`config.mk`:
```
export PLATFORM = sky130hd
export DESIGN_NAME = adc_output_demux_overrange
export DESIGN_NICKNAME = d
export VERILOG_FILES = /design/src/common/demux_pkg.sv /design/src/rtl/adc_output_demux_overrange.sv
export SDC_FILE = /design/constraint.sdc
export NUM_CORES = 1
export LEC_CHECK = 0
export ABC_AREA = 1
export BUFFER_PORTS_ARGS = -buffer_cell sky130_fd_sc_hd__buf_4
export CORE_MARGIN = 4
export CORE_UTILIZATION = 51
export CTS_CLUSTER_DIAMETER = 30
export DETAILED_ROUTE_END_ITERATION = 7
export HOLD_SLACK_MARGIN = 0.05
export PLACE_DENSITY = 0.89
export RECOVER_POWER = 25
export SYNTH_ARGS = -nofsm -noshare
export SYNTH_HDL_FRONTEND = slang
export SYNTH_SLANG_ARGS = --single-unit
export TNS_END_PERCENT = 50
```
`constraint.sdc`:
```
create_clock -name pclk -period 2.93 [get_ports pclk]
set_clock_uncertainty 0.1 [all_clocks]
set_input_delay 0.586 -clock pclk [delete_from_list [all_inputs] [get_ports pclk]]
set_output_delay 0.586 -clock pclk [all_outputs]
set_load 0.1 [all_outputs]
```
`src/common/demux_pkg.sv`:
```
// Constants and carrier types for the converter output demultiplexer.
// Assumes one sample clock domain; the APB register bus runs on that same clock.
package demux_pkg;

    // Width of one sample word
    localparam int SAMPLE_W = 8;

    // Divide select codes on the select input
    localparam logic [2:0] DIV_SEL_HALF = 3'h2;
    localparam logic [2:0] DIV_SEL_QUARTER = 3'h4;

    // Reset values of the output flops
    localparam logic [7:0] WORD_RESET = 8'h00;

    // APB register offsets (byte addresses)
    localparam logic [11:0] CTRL_OFS = 12'h000;
    localparam logic [11:0] STATUS_OFS = 12'h004;
    localparam logic [11:0] SAMPLE_OFS = 12'h008;

    // Control register field positions
    localparam int CTRL_DEMUX_EN = 0;
    localparam int CTRL_AUX_A = 1;
    localparam int CTRL_AUX_B = 2;
    localparam int CTRL_SEL_LO = 4;
    localparam int CTRL_SEL_HI = 6;
    localparam int CTRL_RESET = 8;

    // Control register reset value: demux on, both aux on, divide by two
    localparam logic [31:0] CTRL_RESET_VAL = 32'h0000_0027;

    // Output modes of the demultiplexer
    typedef enum logic [1:0] {
        undivided_mode,
        half_rate_mode,
        quarter_rate_mode
    } demux_mode_e;

    // One sample as delivered by the converter core
    typedef struct packed {
        logic [7:0] word;
        logic over;
    } sample_s;

    // One port word with its complement
    typedef struct packed {
        logic [7:0] bits_true;
        logic [7:0] bits_comp;
    } port_word_s;

endpackage

```
`src/rtl/adc_output_demux_overrange.sv`:
```
// Output sequencing of an 8-bit sampling converter: routes samples to a
// primary and auxiliary port, drives shared overrange and data-ready clock.
// Assumes pclk is the sample clock and samples arrive one per clock.
`timescale 1ns/1ps

module adc_output_demux_overrange
    import demux_pkg::*;
(
    // Clock and reset
    input wire logic pclk,
    input wire logic presetn,
    // APB slave
    input wire logic psel,
    input wire logic penable,
    input wire logic pwrite,
    input wire logic [11:0] paddr,
    input wire logic [31:0] pwdata,
    output logic [31:0] prdata,
    output logic pready,
    output logic pslverr,
    // Converter core sample
    input wire sample_s sample_in,
    // Demux reset pin, active high; no pull-down, must be driven
    input wire logic demux_reset_in,
    // Output ports
    output port_word_s primary_port_bits,
    output port_word_s secondary_port_bits,
    output logic overrange,
    output logic overrange_n,
    output logic data_valid_clock,
    output logic data_valid_clock_n,
    output logic aux_port_powered,
    output logic demux_reset_out,
    output logic demux_reset_out_n
);

    // Control register and its next value
    logic [31:0] ctrl_r;
    logic [31:0] ctrl_nxt;
    // Captured sample from the core
    sample_s cap_r;
    // Held first sample of a pair
    sample_s hold_r;
    // Phase counter within an output period
    logic [1:0] phase_r;
    logic [1:0] phase_nxt;
    // Outputs as registers
    port_word_s prim_r;
    port_word_s aux_r;
    logic or_r;
    logic dvc_r;
    logic rst_out_r;
    logic [31:0] prdata_r;
    logic pready_r;
    logic pslverr_r;
    // Registered inverted phases of the output pairs
    logic or_n_r;
    logic dvc_n_r;
    logic rst_out_n_r;
    // Registered aux power state
    logic aux_on_r;

    // How the sequencing works, in short.
    //
    // Sample path: the core hands over one sample per pclk edge. It is
    // registered once in cap_r, so every later choice looks at a settled
    // value and never at the pin directly.
    //
    // Period: phase_r counts within one output period. Undivided mode has
    // a period of one clock, half rate two clocks, quarter rate four.
    // The last phase of a period is where the ports are refreshed.
    //
    // Half rate: the sample seen at phase 0 is parked in hold_r and goes
    // to the primary port; the one at phase 1 goes to the aux port. The
    // primary word is thus always the older of the two.
    //
    // Quarter rate: samples at phases 0 and 2 are kept, those at phases 1
    // and 3 are dropped. The kept pair leaves together at phase 3.
    //
    // Overrange: one shared flag. In the divided modes it is the OR of the
    // two words that leave together; undivided it follows the primary
    // word alone. It is loaded in the same flop update as the words, so
    // a capture edge never sees a flag from a neighbouring period.
    //
    // Data-ready: its rise coincides with the port refresh, so capture
    // logic should use the falling edge, half a period later at best.
    // Limitation: undivided mode refreshes every clock while data-ready
    // can rise only every second clock; capture logic then sees every
    // other word. A faster strobe would need a second clock domain.
    //
    // Demux reset: the pin or the self-clearing control bit holds the
    // phase at zero, blocks port updates and keeps data-ready low. The
    // same level leaves one clock later on the forwarded reset pair, so
    // downstream demux parts restart in step with this one.
    // An undriven pin has no pull-down here and makes the reset unknown, so drive it low.
    //
    // Mode changes: the period length follows the control word at once,
    // so the first period after a change can be short. Issue a demux
    // reset after any mode change before trusting the output stream.
    //
    // Single device: the phase counter alone fixes which sample goes to
    // which port, so the port order never depends on data-ready phase.
    //
    // Outputs: every pin is a flop, complements included, so the true and
    // inverted phases of each pair switch on the same edge.

    // Decoded control fields
    wire demux_enable = ctrl_r[CTRL_DEMUX_EN];
    wire aux_port_enable_a = ctrl_r[CTRL_AUX_A];
    wire aux_port_enable_b = ctrl_r[CTRL_AUX_B];
    wire [2:0] divide_select = ctrl_r[CTRL_SEL_HI:CTRL_SEL_LO];
    wire soft_reset = ctrl_r[CTRL_RESET];

    // Aux port off only when both enables are low
    wire aux_on = aux_port_enable_a | aux_port_enable_b;

    // Mode decode; select ignored while demux is disabled
    demux_mode_e mode;
    assign mode = !demux_enable ? undivided_mode :
        (divide_select == DIV_SEL_QUARTER) ? quarter_rate_mode :
        half_rate_mode;

    // Internal demux reset: pin or software pulse; the pin has no pull-down
    wire demux_reset = demux_reset_in | soft_reset;

    // APB decode
    wire apb_setup = psel & ~penable;
    wire apb_wr = apb_setup & pwrite;
    wire apb_rd = apb_setup & ~pwrite;
    wire hit_ctrl = (paddr == CTRL_OFS);
    wire hit_status = (paddr == STATUS_OFS);
    wire hit_sample = (paddr == SAMPLE_OFS);
    wire hit_any = hit_ctrl | hit_status | hit_sample;

    // Status word shows mode, phase and live outputs
    wire [31:0] status_word = {24'h0, 1'b0, or_r, phase_r, aux_on,
        1'b0, mode};
    wire [31:0] sample_word = {16'h0, aux_r.bits_true, prim_r.bits_true};
    wire [31:0] rd_word = hit_ctrl ? ctrl_r :
        hit_status ? status_word :
        hit_sample ? sample_word : 32'h0;

    // Control write; reset bit self-clears after one cycle
    always_comb begin
        ctrl_nxt = ctrl_r;
        ctrl_nxt[CTRL_RESET] = 1'b0;
        if (apb_wr && hit_ctrl) begin
            // Only the defined control bits are stored
            ctrl_nxt = pwdata & 32'h0000_0177;
        end
    end

    // Period length: one clock undivided, two half, four quarter
    wire [1:0] last_phase = (mode == undivided_mode) ? 2'h0 :
        (mode == half_rate_mode) ? 2'h1 : 2'h3;
    // Phase advance; demux reset restarts the sequence
    always_comb begin
        if (demux_reset || phase_r >= last_phase) begin
            phase_nxt = 2'h0;
        end else begin
            phase_nxt = phase_r + 2'h1;
        end
    end

    // Output update moment: end of period
    wire out_edge = !demux_reset && (phase_r == last_phase);
    // Quarter mode keeps samples at phases 0 and 2 only
    wire hold_take = (mode == quarter_rate_mode) ? (phase_r == 2'h0) :
        (phase_r == 2'h0);
    wire aux_take_q = (phase_r == 2'h2);

    // APB slave: one wait-free access phase
    always_ff @(posedge pclk or negedge presetn) begin
        if (!presetn) begin
            ctrl_r <= CTRL_RESET_VAL;
            prdata_r <= 32'h0;
            pready_r <= 1'b0;
            pslverr_r <= 1'b0;
        end else begin
            // Control word follows its next value every clock
            ctrl_r <= ctrl_nxt;
            // Answer always in the cycle after setup
            pready_r <= apb_setup;
            pslverr_r <= apb_setup & ~hit_any;
            // Read data prepared in setup, valid in access
            if (apb_rd) begin
                prdata_r <= rd_word;
            end
        end
    end

    // Sample capture on every clock edge
    always_ff @(posedge pclk or negedge presetn) begin
        if (!presetn) begin
            cap_r <= '0;
            phase_r <= 2'h0;
        end else begin
            // One register stage ahead of all routing choices
            cap_r <= sample_in;
            phase_r <= phase_nxt;
        end
    end

    // First sample of the pair held until the period ends
    always_ff @(posedge pclk or negedge presetn) begin
        if (!presetn) begin
            hold_r <= '0;
        end else if (hold_take) begin
            // Older sample of the pair
            hold_r <= cap_r;
        end
    end

    // Second kept sample of a quarter period, taken at phase 2
    sample_s aux_hold_r;
    always_ff @(posedge pclk or negedge presetn) begin
        if (!presetn) begin
            aux_hold_r <= '0;
        end else if (aux_take_q) begin
            // The phase 3 sample is the dropped one
            aux_hold_r <= cap_r;
        end
    end

    // Auxiliary candidate: phase 1 in half, phase 2 in quarter
    sample_s aux_src;
    assign aux_src = (mode == quarter_rate_mode) ?
        (aux_take_q ? cap_r : aux_hold_r) : cap_r;

    // Words and overrange for the next output period
    sample_s prim_src;
    assign prim_src = (mode == undivided_mode) ? cap_r : hold_r;
    wire or_nxt = (mode == undivided_mode) ? prim_src.over :
        (prim_src.over | aux_src.over);

    // Port outputs change together with the data-ready rising edge in the divided modes
    always_ff @(posedge pclk or negedge presetn) begin
        if (!presetn) begin
            prim_r <= {WORD_RESET, ~WORD_RESET};
            aux_r <= {WORD_RESET, ~WORD_RESET};
            or_r <= 1'b0;
            or_n_r <= 1'b1;
        end else if (out_edge) begin
            prim_r <= {prim_src.word, ~prim_src.word};
            // Powered-down aux port parks at zero
            if (aux_on && mode != undivided_mode) begin
                aux_r <= {aux_src.word, ~aux_src.word};
            end else begin
                aux_r <= {WORD_RESET, ~WORD_RESET};
            end
            or_r <= or_nxt;
            // Complement flop keeps the pair exactly opposite
            or_n_r <= ~or_nxt;
        end
    end

    // Data-ready next level: rises with output update, falls mid-period in the divided modes
    logic dvc_nxt;
    always_comb begin
        if (demux_reset) begin
            // Held low while the demux restarts
            dvc_nxt = 1'b0;
        end else if (mode == undivided_mode) begin
            // Undivided: toggles, one rise per two samples
            dvc_nxt = ~dvc_r;
        end else begin
            // Divided: high from the update into the first half
            dvc_nxt = out_edge | (phase_r < (last_phase >> 1));
        end
    end

    // Data-ready pair registered side by side
    always_ff @(posedge pclk or negedge presetn) begin
        if (!presetn) begin
            dvc_r <= 1'b0;
            dvc_n_r <= 1'b1;
        end else begin
            dvc_r <= dvc_nxt;
            dvc_n_r <= ~dvc_nxt;
        end
    end

    // Reset forwarded to external demux devices, both phases
    always_ff @(posedge pclk or negedge presetn) begin
        if (!presetn) begin
            rst_out_r <= 1'b0;
            rst_out_n_r <= 1'b1;
        end else begin
            rst_out_r <= demux_reset;
            rst_out_n_r <= ~demux_reset;
        end
    end

    // Aux power state registered so the pin comes from a flop
    always_ff @(posedge pclk or negedge presetn) begin
        if (!presetn) begin
            // Reset control word decides the power state
            aux_on_r <= CTRL_RESET_VAL[CTRL_AUX_A] |
                CTRL_RESET_VAL[CTRL_AUX_B];
        end else begin
            aux_on_r <= aux_on;
        end
    end

    // Output drive
    assign prdata = prdata_r;
    assign pready = pready_r;
    assign pslverr = pslverr_r;
    assign primary_port_bits = prim_r;
    assign secondary_port_bits = aux_r;
    assign overrange = or_r;
    assign overrange_n = or_n_r;
    assign data_valid_clock = dvc_r;
    assign data_valid_clock_n = dvc_n_r;
    assign aux_port_powered = aux_on_r;
    assign demux_reset_out = rst_out_r;
    assign demux_reset_out_n = rst_out_n_r;

endmodule

```
==> impl_metrics.tcl, run 1 <==
set metrics [dict create \
    synth-seq-cells 93 \
    max_freq_mhz 446 \
    critPathSlowestCell "dfstp_2" \
    first_pass_iters 4 \
    path_cells "inv_2, nor2_1, inv_2, ha_1, nand3_2, buf_4, nand2_1, o21ai_0" \
    timing.final.crit_share 0.766 \
    status "finished, final reports clean" \
    io_buffers 90 \
    gp_congestion 0.821 \
    critPathCaptureType "flip-flop" \
    htree_num_levels 3 \
    drt_iter0_markers 165 \
    crit_required_ps 3120 \
    period_minus_slack_ps 2240 \
    numCtsBuffers 9 \
    synth_cell_type_count 27 \
    syn_area_per_cell_um2 8.89 \
    syn2layout_area_growth_pct 19.8 \
    yosys_warnings 0 \
    clock-sinks 93 \
    critical_path_class "reg -> reg" \
    fin_util 0.637 \
    cts_root_buf "clkbuf_8" \
    die_w_um 98.2 \
    powerDensity_nw_per_um2 546 \
    tns_ps 0 \
    dieArea_um2 9650 \
    cts_resized 0 \
    wl_um 9340 \
    vdd_ir_drop_max_uv 293 \
    relSlewSlack 0.177 \
    crit_arrival_ps 2430 \
    worst-slew-pin-transition_ps 1230 \
    cp-start-kind "flip-flop" \
    hold_violations 0 \
    final_max_slew_viol_count 0 \
    wire_per_inst_um 14.2 \
    pre_cts_ws_ps 720 \
    dp_hpwl_um 7030 \
    grt_pass1_vias 3089 \
    leakage_nw 2.66 \
    grt_max_degree 52 \
    setup_ws_ps 687 \
    grt_pass1_wl_um 15300 \
    critical-path-top-cell-by-count "inv_2" \
    die_h_um 98.2 \
    gr-total-overflow 0 \
    finalSetupViolations 0 \
    cts.path.max_buffers 2 \
    post_route_cells_drive_above_1_share 0.283 \
    diodes 0 \
    critPathMaxFanout 45 \
    synthesis.area_um2 4150 \
    cap_viol_max_count 0 \
    core.rowCount 32 \
    syn_inst 467 \
    grt_usage 0.198 \
    nets 616 \
    synth-seq-area-share 0.568 \
    antenna_found_initial 0 \
    avgViaCountPerCell 4.89 \
    holdBufCountCts 0 \
    drc_errors 0 \
    io_pins 132 \
    post_cts_buffers 0 \
    rsz0062_at_grt "false" \
    ant_nets 0 \
    crit_family "simple AND/OR/NAND/NOR gates" \
    path_clk_slew_ps 90 \
    cts_tree "built" \
    slowest_delay_ps 540 \
    core-area_um2 7810 \
    worst-path-buf-inv 3 \
    start_util 0.532 \
    min_path_type "in -> reg" \
    clk_latency_ps 370 \
    num_vias 3228 \
]
-- routing by layer --
layer	track usage	share of wire	vias up
met5	0	0	-
met4	0.0693	0.013	0
met3	0.0343	0.045	11
met2	0.335	0.51	83
met1	0.259	0.43	1542
li1	-	-	1592
-- where the power goes --
| part | internal, W | switching (W) | total, W |
|---|---|---|---|
| Sequential | 0.00135 | 0.0000339 | 0.00138 |
| Clock | 0.000318 | 0.000463 | 0.000781 |
| Combinational | 0.0000970 | 0.000455 | 0.000552 |
| Total | 0.00176 | 0.000953 | 0.00271 |
-- sequential cells by signal, indices dropped and copies added, names as in the netlist, 2 cells and up --
signal and flops:
aux_hold_r 9, secondary_port_bits 16, cap_r 9, ctrl_r 7, prdata 16, primary_port_bits 16
phase_r 2, hold_r 9
-- cells by family after synthesis --
kind of cell	synth area share
muxes	0.00271
other	0.000904
and+or+nand+nor	0.235
DFF	0.568
buffers and inverters	0.100
adders and majority gates	0.0121
AOI/OAI and AO/OA	0.0814
-- placed cells by master, fill, tap and decap left out, types with 9 or more instances in the layout --
master	instances
inv_1	45
clkbuf_8	9
clkbuf_4	9
o21ai_0	26
nand2_1	159
dfrtp_1	69
buf_4	84
conb_1	16
dfstp_2	24
nand3_1	27
a21oi_1	11
nor2_1	24
-- metrics by stage --
step	hold slack (ps)	area, µm²	std cells	total power, W
floorplan	190	4210	482	0.00183
global placement	352	4820	644	0.00195
detailed placement	364	4820	644	0.00196
CTS	147	4990	660	0.00273
global route	220	4970	660	0.00281
finish	240	4970	660	0.00271
-- final cells by class --
type	instances	area, µm²
Clock buffer	10	128
Clock inverter	6	46.3
Fill cell	648	2840
Inverter	51	191
Multi-Input combinational cell	304	1420
Sequential cell	93	2360
Tap cell	102	128
Timing Repair Buffer	94	703
-- worst reg2reg max path, delay by kind of cell (launching register included) --
kind                       cells  cell delay (ps)
and+or+nand+nor                3              590
adders and majority gates      1              320
DFF                            1              540
AOI/OAI and AO/OA              1              100
buffers and inverters          3              530
-- Yosys cell counts (all sizes together) --
library cell	number	area share
dfstp	24	0.15
mux2	1	0.0027
nand3	28	0.035
nor2	30	0.041
clkbuf	4	0.0036
dfrtp	69	0.42
conb	1	0.00090
inv	51	0.046
buf	30	0.050
o211ai	8	0.014
nor3	2	0.0024
nand4	1	0.0051
a21oi	11	0.013
ha	4	0.012
nand2	163	0.15
o21ai	40	0.054
-- path summary, 6_finish.rpt --
kind / start / cells past startpoint / end / slack [ps]
hold / removal: sample_in[2] / 1 / cap_r[2]$_DFF_PN0_ / 240
hold reg to reg: secondary_port_bits[2]$_DFFE_PN1P_ / 2 / secondary_port_bits[2]$_DFFE_PN1P_ / 380
setup / recovery: ctrl_r[0]$_DFFE_PN1P_ / 8 / primary_port_bits[5]$_DFFE_PN1P_ / 690
max in group asynchronous: presetn / 2 / primary_port_bits[4]$_DFFE_PN1P_ / 1360
setup reg to reg: ctrl_r[0]$_DFFE_PN1P_ / 8 / primary_port_bits[5]$_DFFE_PN1P_ / 690
min in group asynchronous: presetn / 1 / demux_reset_out$_DFF_PN0_ / 370
No activity file was read; power rests on OpenSTA's default activity.
==> run 2, diff against run 1 <==
- CORE_UTILIZATION: 51 -> 46
- PLACE_DENSITY: 0.89 -> 0.85
- clock period: 2.93 -> 1.9 ns (I/O delays scaled with it)
==> impl_metrics.tcl, run 2 (synthesis results as in run 1) <==
set metrics [dict create \
    status "finished, final reports clean" \
    final_max_slew_viol_count 0 \
    crit_arrival_ps 1960 \
    leakage_nw 2.77 \
    fin_util 0.598 \
    start_util 0.474 \
    path_clk_slew_ps 80 \
    gp_congestion 0.913 \
    crit_required_ps 2050 \
    hold_violations 0 \
    grt_pass1_vias 3281 \
    cts.path.max_buffers 2 \
    die_h_um 103 \
    core-area_um2 8760 \
    cts_tree "built" \
    htree_num_levels 3 \
    wire_per_inst_um 13.9 \
    crit-reg2reg-launch "ctrl_r[4]$_DFFE_PN0P_" \
    cp.depth 10 \
    drt_iter0_markers 118 \
    final_common_cell "nand2_1" \
    die_w_um 103 \
    tns_ps 0 \
    min_from "demux_reset_in" \
    vdd_ir_drop_max_uv 339 \
    critPathMaxFanout 5 \
    worstRegToRegCells 10 \
    clk_latency_ps 370 \
    post_route_cells_drive_above_1_share 0.302 \
    gr-total-overflow 0 \
    period_minus_slack_ps 1810 \
    first_pass_iters 4 \
    relSlewSlack 0.456 \
    finalSetupViolations 0 \
    cts_root_buf "clkbuf_8" \
    nets 638 \
    drc_errors 0 \
    worst-path-buf-inv 2 \
    path_cells "nor2_1, nand2_1, nor2_4, inv_2, ha_4, nand3_4, a21oi_2, nand3_2, o21ai_2, inv_1" \
    final_cell_mix "nand2_1, buf_4, dfrtp_1" \
    r2r-end "overrange$_DFFE_PN0P_" \
    grt_max_degree 43 \
    grt_pass1_wl_um 15500 \
    wl_um 9580 \
    dp_hpwl_um 7150 \
    ant_nets 0 \
    timing.final.crit_share 0.951 \
    critical_path_class "reg -> reg" \
    num_vias 3378 \
    max_freq_mhz 553 \
    io_buffers 90 \
    cp-start-kind "flip-flop" \
    core.rowCount 34 \
    r2r_slack_ps 90 \
    io_pins 132 \
    grtUsageMet1 0.240 \
    diodes 0 \
    slowest_delay_ps 400 \
    clock-sinks 93 \
    worst-slew-pin-transition_ps 816 \
    dieArea_um2 10600 \
    grt_usage 0.187 \
    top_usage_layer "met2" \
    cap_viol_max_count 0 \
    grtUsageMet3 0.0365 \
    min_delay_path_depth 2 \
    holdPathEnd "demux_reset_out_n$_DFF_PN1_" \
    avgViaCountPerCell 4.91 \
    powerDensity_nw_per_um2 802 \
    critPathSlowestCell "dfrtp_1" \
    use_met2 0.312 \
    numCtsBuffers 9 \
    critPathCaptureType "flip-flop" \
    syn2layout_area_growth_pct 26.3 \
    antenna_found_initial 0 \
    min_path_type "in -> reg" \
    crit_family "simple AND/OR/NAND/NOR gates" \
]
## run 2: cell count changes in the layout (fill, tap and decap cells not counted), sizes merged
cell and change:
buf +10, dlygate4sd3 +10, clkbuf +2, clkinvlp +1
inv -1
## run 2: worst max-delay path by stage
stage	to	slack [ps]	startpoint
after floorplan	primary_port_bits[11]$_DFFE_PN0P_	20	ctrl_r[0]$_DFFE_PN1P_
after global placement	overrange$_DFFE_PN0P_	80	ctrl_r[0]$_DFFE_PN1P_
after CTS	overrange$_DFFE_PN0P_	50	ctrl_r[4]$_DFFE_PN0P_
final	overrange$_DFFE_PN0P_	90	ctrl_r[4]$_DFFE_PN0P_
after detailed placement	overrange$_DFFE_PN0P_	60	ctrl_r[4]$_DFFE_PN0P_
after global routing	overrange$_DFFE_PN0P_	-20	ctrl_r[4]$_DFFE_PN0P_
## run 2: area by class of cell
class	instances	area (µm²)
fill	733	3520
clock inverter	6	46.3
clock buffer	10	128
sequential	93	2360
inverter	51	191
timing repair buffer	116	915
multi-input combinational	304	1470
tap	108	135
## run 2: metrics by stage
step | power [W] | hold WS (ps) | std cells | setup slack (ps) | cell area (µm²)
after floorplan | 0.00283 | -15.6 | 482 | 22.3 | 4240
after detailed placement | 0.00304 | 258 | 659 | 63.7 | 4960
after global placement | 0.00303 | 245 | 659 | 77.2 | 4960
after global routing | 0.00436 | 56.8 | 688 | -24.1 | 5240
final | 0.00420 | 67.0 | 688 | 92.4 | 5240
after CTS | 0.00423 | 59.1 | 685 | 46.6 | 5230
## run 2: power breakdown
| group | switching, W | internal (W) |
|---|---|---|
| sequential | 0.0000521 | 0.00208 |
| combinational | 0.000709 | 0.000178 |
| clock | 0.000702 | 0.000485 |
| total | 0.00146 | 0.00274 |
## run 2: per-layer routing
layer  share of wire  vias up  wire length (µm)
met4           0.021        0               201
met5               0        -                 0
met2            0.50      111              4810
met1            0.42     1612              3980
met3           0.061       20               587
li1                -     1635                 -
## run 2: what timing repair did
item / in CTS / in global routing
gates resized for setup: 0 / 7
hold endpoints to repair: 30 / 0
setup endpoints to repair: 0 / 31
setup buffers: 0 / 3
hold buffers: 10 / 0
## run 2: worst reg2reg max path, cell delays in order, from the launching register on
cell     delay, ps
dfrtp_1        400
nor2_1         100
nand2_1        110
nor2_4         160
inv_2           60
ha_4           280
nand3_4        110
a21oi_2        140
nand3_2        110
o21ai_2         70
inv_1           50
==> run 3, diff against run 2 <==
--- a/constraint.sdc
+++ b/constraint.sdc
@@ -4,2 +4,2 @@
 set_output_delay 0.38 -clock pclk [all_outputs]
-set_load 0.1 [all_outputs]
+set_load 0.02 [all_outputs]
==> impl_metrics.tcl, run 3 (synthesis results as in run 1) <==
set metrics [dict create \
    status "complete, but fails checks" \
    violations "negative setup slack" \
    core.rowCount 34 \
    wire_per_inst_um 14.7 \
    critical_path_class "reg -> reg" \
    period_minus_slack_ps 1950 \
    p_comb_frac 0.125 \
    crit_arrival_ps 2140 \
    grt_usage 0.185 \
    start_util 0.474 \
    relSlewSlack 0.398 \
    post_route_cells_drive_above_1_share 0.331 \
    critPathCaptureType "flip-flop" \
    die_h_um 103 \
    leakage_nw 2.87 \
    nets 647 \
    multi_input_area_um2 1510 \
    finalSetupViolations 14 \
    worst-slew-pin-transition_ps 904 \
    ant_nets 0 \
    cp-start-kind "flip-flop" \
    wl_um 10300 \
    vdd_ir_drop_max_uv 328 \
    final_common_cell "nand2_1" \
    stdcell_count 697 \
    gp_congestion 0.860 \
    p_int_w 0.00279 \
    crit_required_ps 2090 \
    timing.final.crit_share 1.02 \
    die_w_um 103 \
    cap_viol_max_count 0 \
    setup_ws_ps -45.9 \
    num_vias 3528 \
    drc_errors 0 \
    path_clk_slew_ps 110 \
    clock-sinks 93 \
    critPathSlowestCell "dfstp_2" \
    power_frac_seq 0.549 \
    cts_root_buf "clkbuf_8" \
    cts.path.max_buffers 2 \
    drt_iter0_markers 181 \
    core-area_um2 8760 \
    fin_util 0.622 \
    grt_pass1_wl_um 15300 \
    first_pass_iters 5 \
    antenna_found_initial 0 \
    hold_violations 0 \
    rsz0062_at_grt "true" \
    numCtsBuffers 9 \
    io_pins 132 \
    p_switching_w 0.00110 \
    cts_tree "built" \
    switching_share 0.283 \
    avgViaCountPerCell 5.06 \
    gr-total-overflow 0 \
    grt_pass1_vias 3286 \
    clk_latency_ps 370 \
    final_cell_mix "nand2_1, buf_4, dfrtp_1" \
    dp_hpwl_um 7170 \
    powerDensity_nw_per_um2 712 \
    worst-path-buf-inv 3 \
    max_freq_mhz 514 \
    htree_num_levels 3 \
    dieArea_um2 10600 \
    grt_max_degree 43 \
    crit_family "simple AND/OR/NAND/NOR gates" \
    final.fill_count 671 \
    place_inst 657 \
    seq_area_um2 2360 \
    diodes 0 \
    slowest_delay_ps 400 \
    min_path_type "in -> reg" \
    critPathMaxFanout 21 \
    path_cells "nor2_2, nand2_2, nor2_4, inv_2, ha_4, nand3_4, buf_12, clkbuf_16, o21ai_1" \
    final_max_slew_viol_count 0 \
    syn2layout_area_growth_pct 31.4 \
    clkPwrFrac 0.326 \
    io_buffers 90 \
]
==> run 3: cell count changes in the layout (fill, tap and decap cells not counted), sizes merged <==
cell / previous run / this run
buf: 94 / 101
inv: 53 / 55
clkinvlp: 2 / 1
dlygate4sd3: 10 / 11
==> run 3: metal layers <==
layer,global-route usage,up-vias,share of wire,wire (µm)
met2,0.308,132,0.52,5290
li1,-,1657,-,-
met5,0,-,0,0
met3,0.0338,22,0.061,630
met4,0.0896,0,0.023,236
met1,0.233,1717,0.40,4110
==> run 3: worst paths after layout <==
check	startpoint	end	slack, ps	cells past startpoint
min in group asynchronous	presetn	demux_reset_out$_DFF_PN0_	570	2
hold / removal	pwdata[8]	ctrl_r[8]$_DFF_PN0_	120	3
setup / recovery	ctrl_r[5]$_DFFE_PN1P_	secondary_port_bits[15]$_DFFE_PN0P_	-50	9
max in group asynchronous	presetn	aux_port_powered$_DFF_PN1_	320	3
hold reg to reg	secondary_port_bits[2]$_DFFE_PN1P_	secondary_port_bits[2]$_DFFE_PN1P_	370	2
setup reg to reg	ctrl_r[5]$_DFFE_PN1P_	secondary_port_bits[15]$_DFFE_PN0P_	-50	9
==> run 3: tightest hold or removal path, stage by stage <==
cell,delay [ps]
buf_4,110
inv_1,40
nor2_1,30
==> run 3: cell type report <==
cell class | count | share of cell area
Sequential cell | 93 | 0.432
Multi-Input combinational cell | 304 | 0.276
Timing Repair Buffer | 125 | 0.197
Inverter | 51 | 0.0356
Tap cell | 108 | 0.0248
Clock buffer | 9 | 0.0227
Clock inverter | 7 | 0.0117
==> run 3: power groups by stage <==
stage               sequential (W)  combinational [W]  clock [W]
floorplan                  0.00222           0.000166          0
global placement           0.00216           0.000425          0
detailed placement         0.00216           0.000435          0
CTS                        0.00213           0.000457    0.00128
global route               0.00214           0.000527    0.00137
finish                     0.00213           0.000486    0.00127
==> run 3: timing repair <==
item / in CTS / in global routing
buffers inserted: 1 / 9
gates cloned: 0 / 3
pin swaps: 0 / 6
hold buffers: 11 / 0
gates resized for setup: 3 / 21
endpoints found under the hold margin: 36 / 0
setup endpoints to repair: 36 / 17
==> run 3: metrics by stage <==
stage               hold slack [ps]  setup WS, ps  cell area, µm²  setup TNS, ps  power [W]
floorplan                     -15.6          6.95            4240              0    0.00238
global placement                261          48.9            4930              0    0.00258
detailed placement              265         -81.1            4930           -294    0.00260
CTS                            86.5          20.0            5250              0    0.00386
global route                    106          -132            5450          -2540    0.00404
finish                          123         -45.9            5450           -369    0.00388
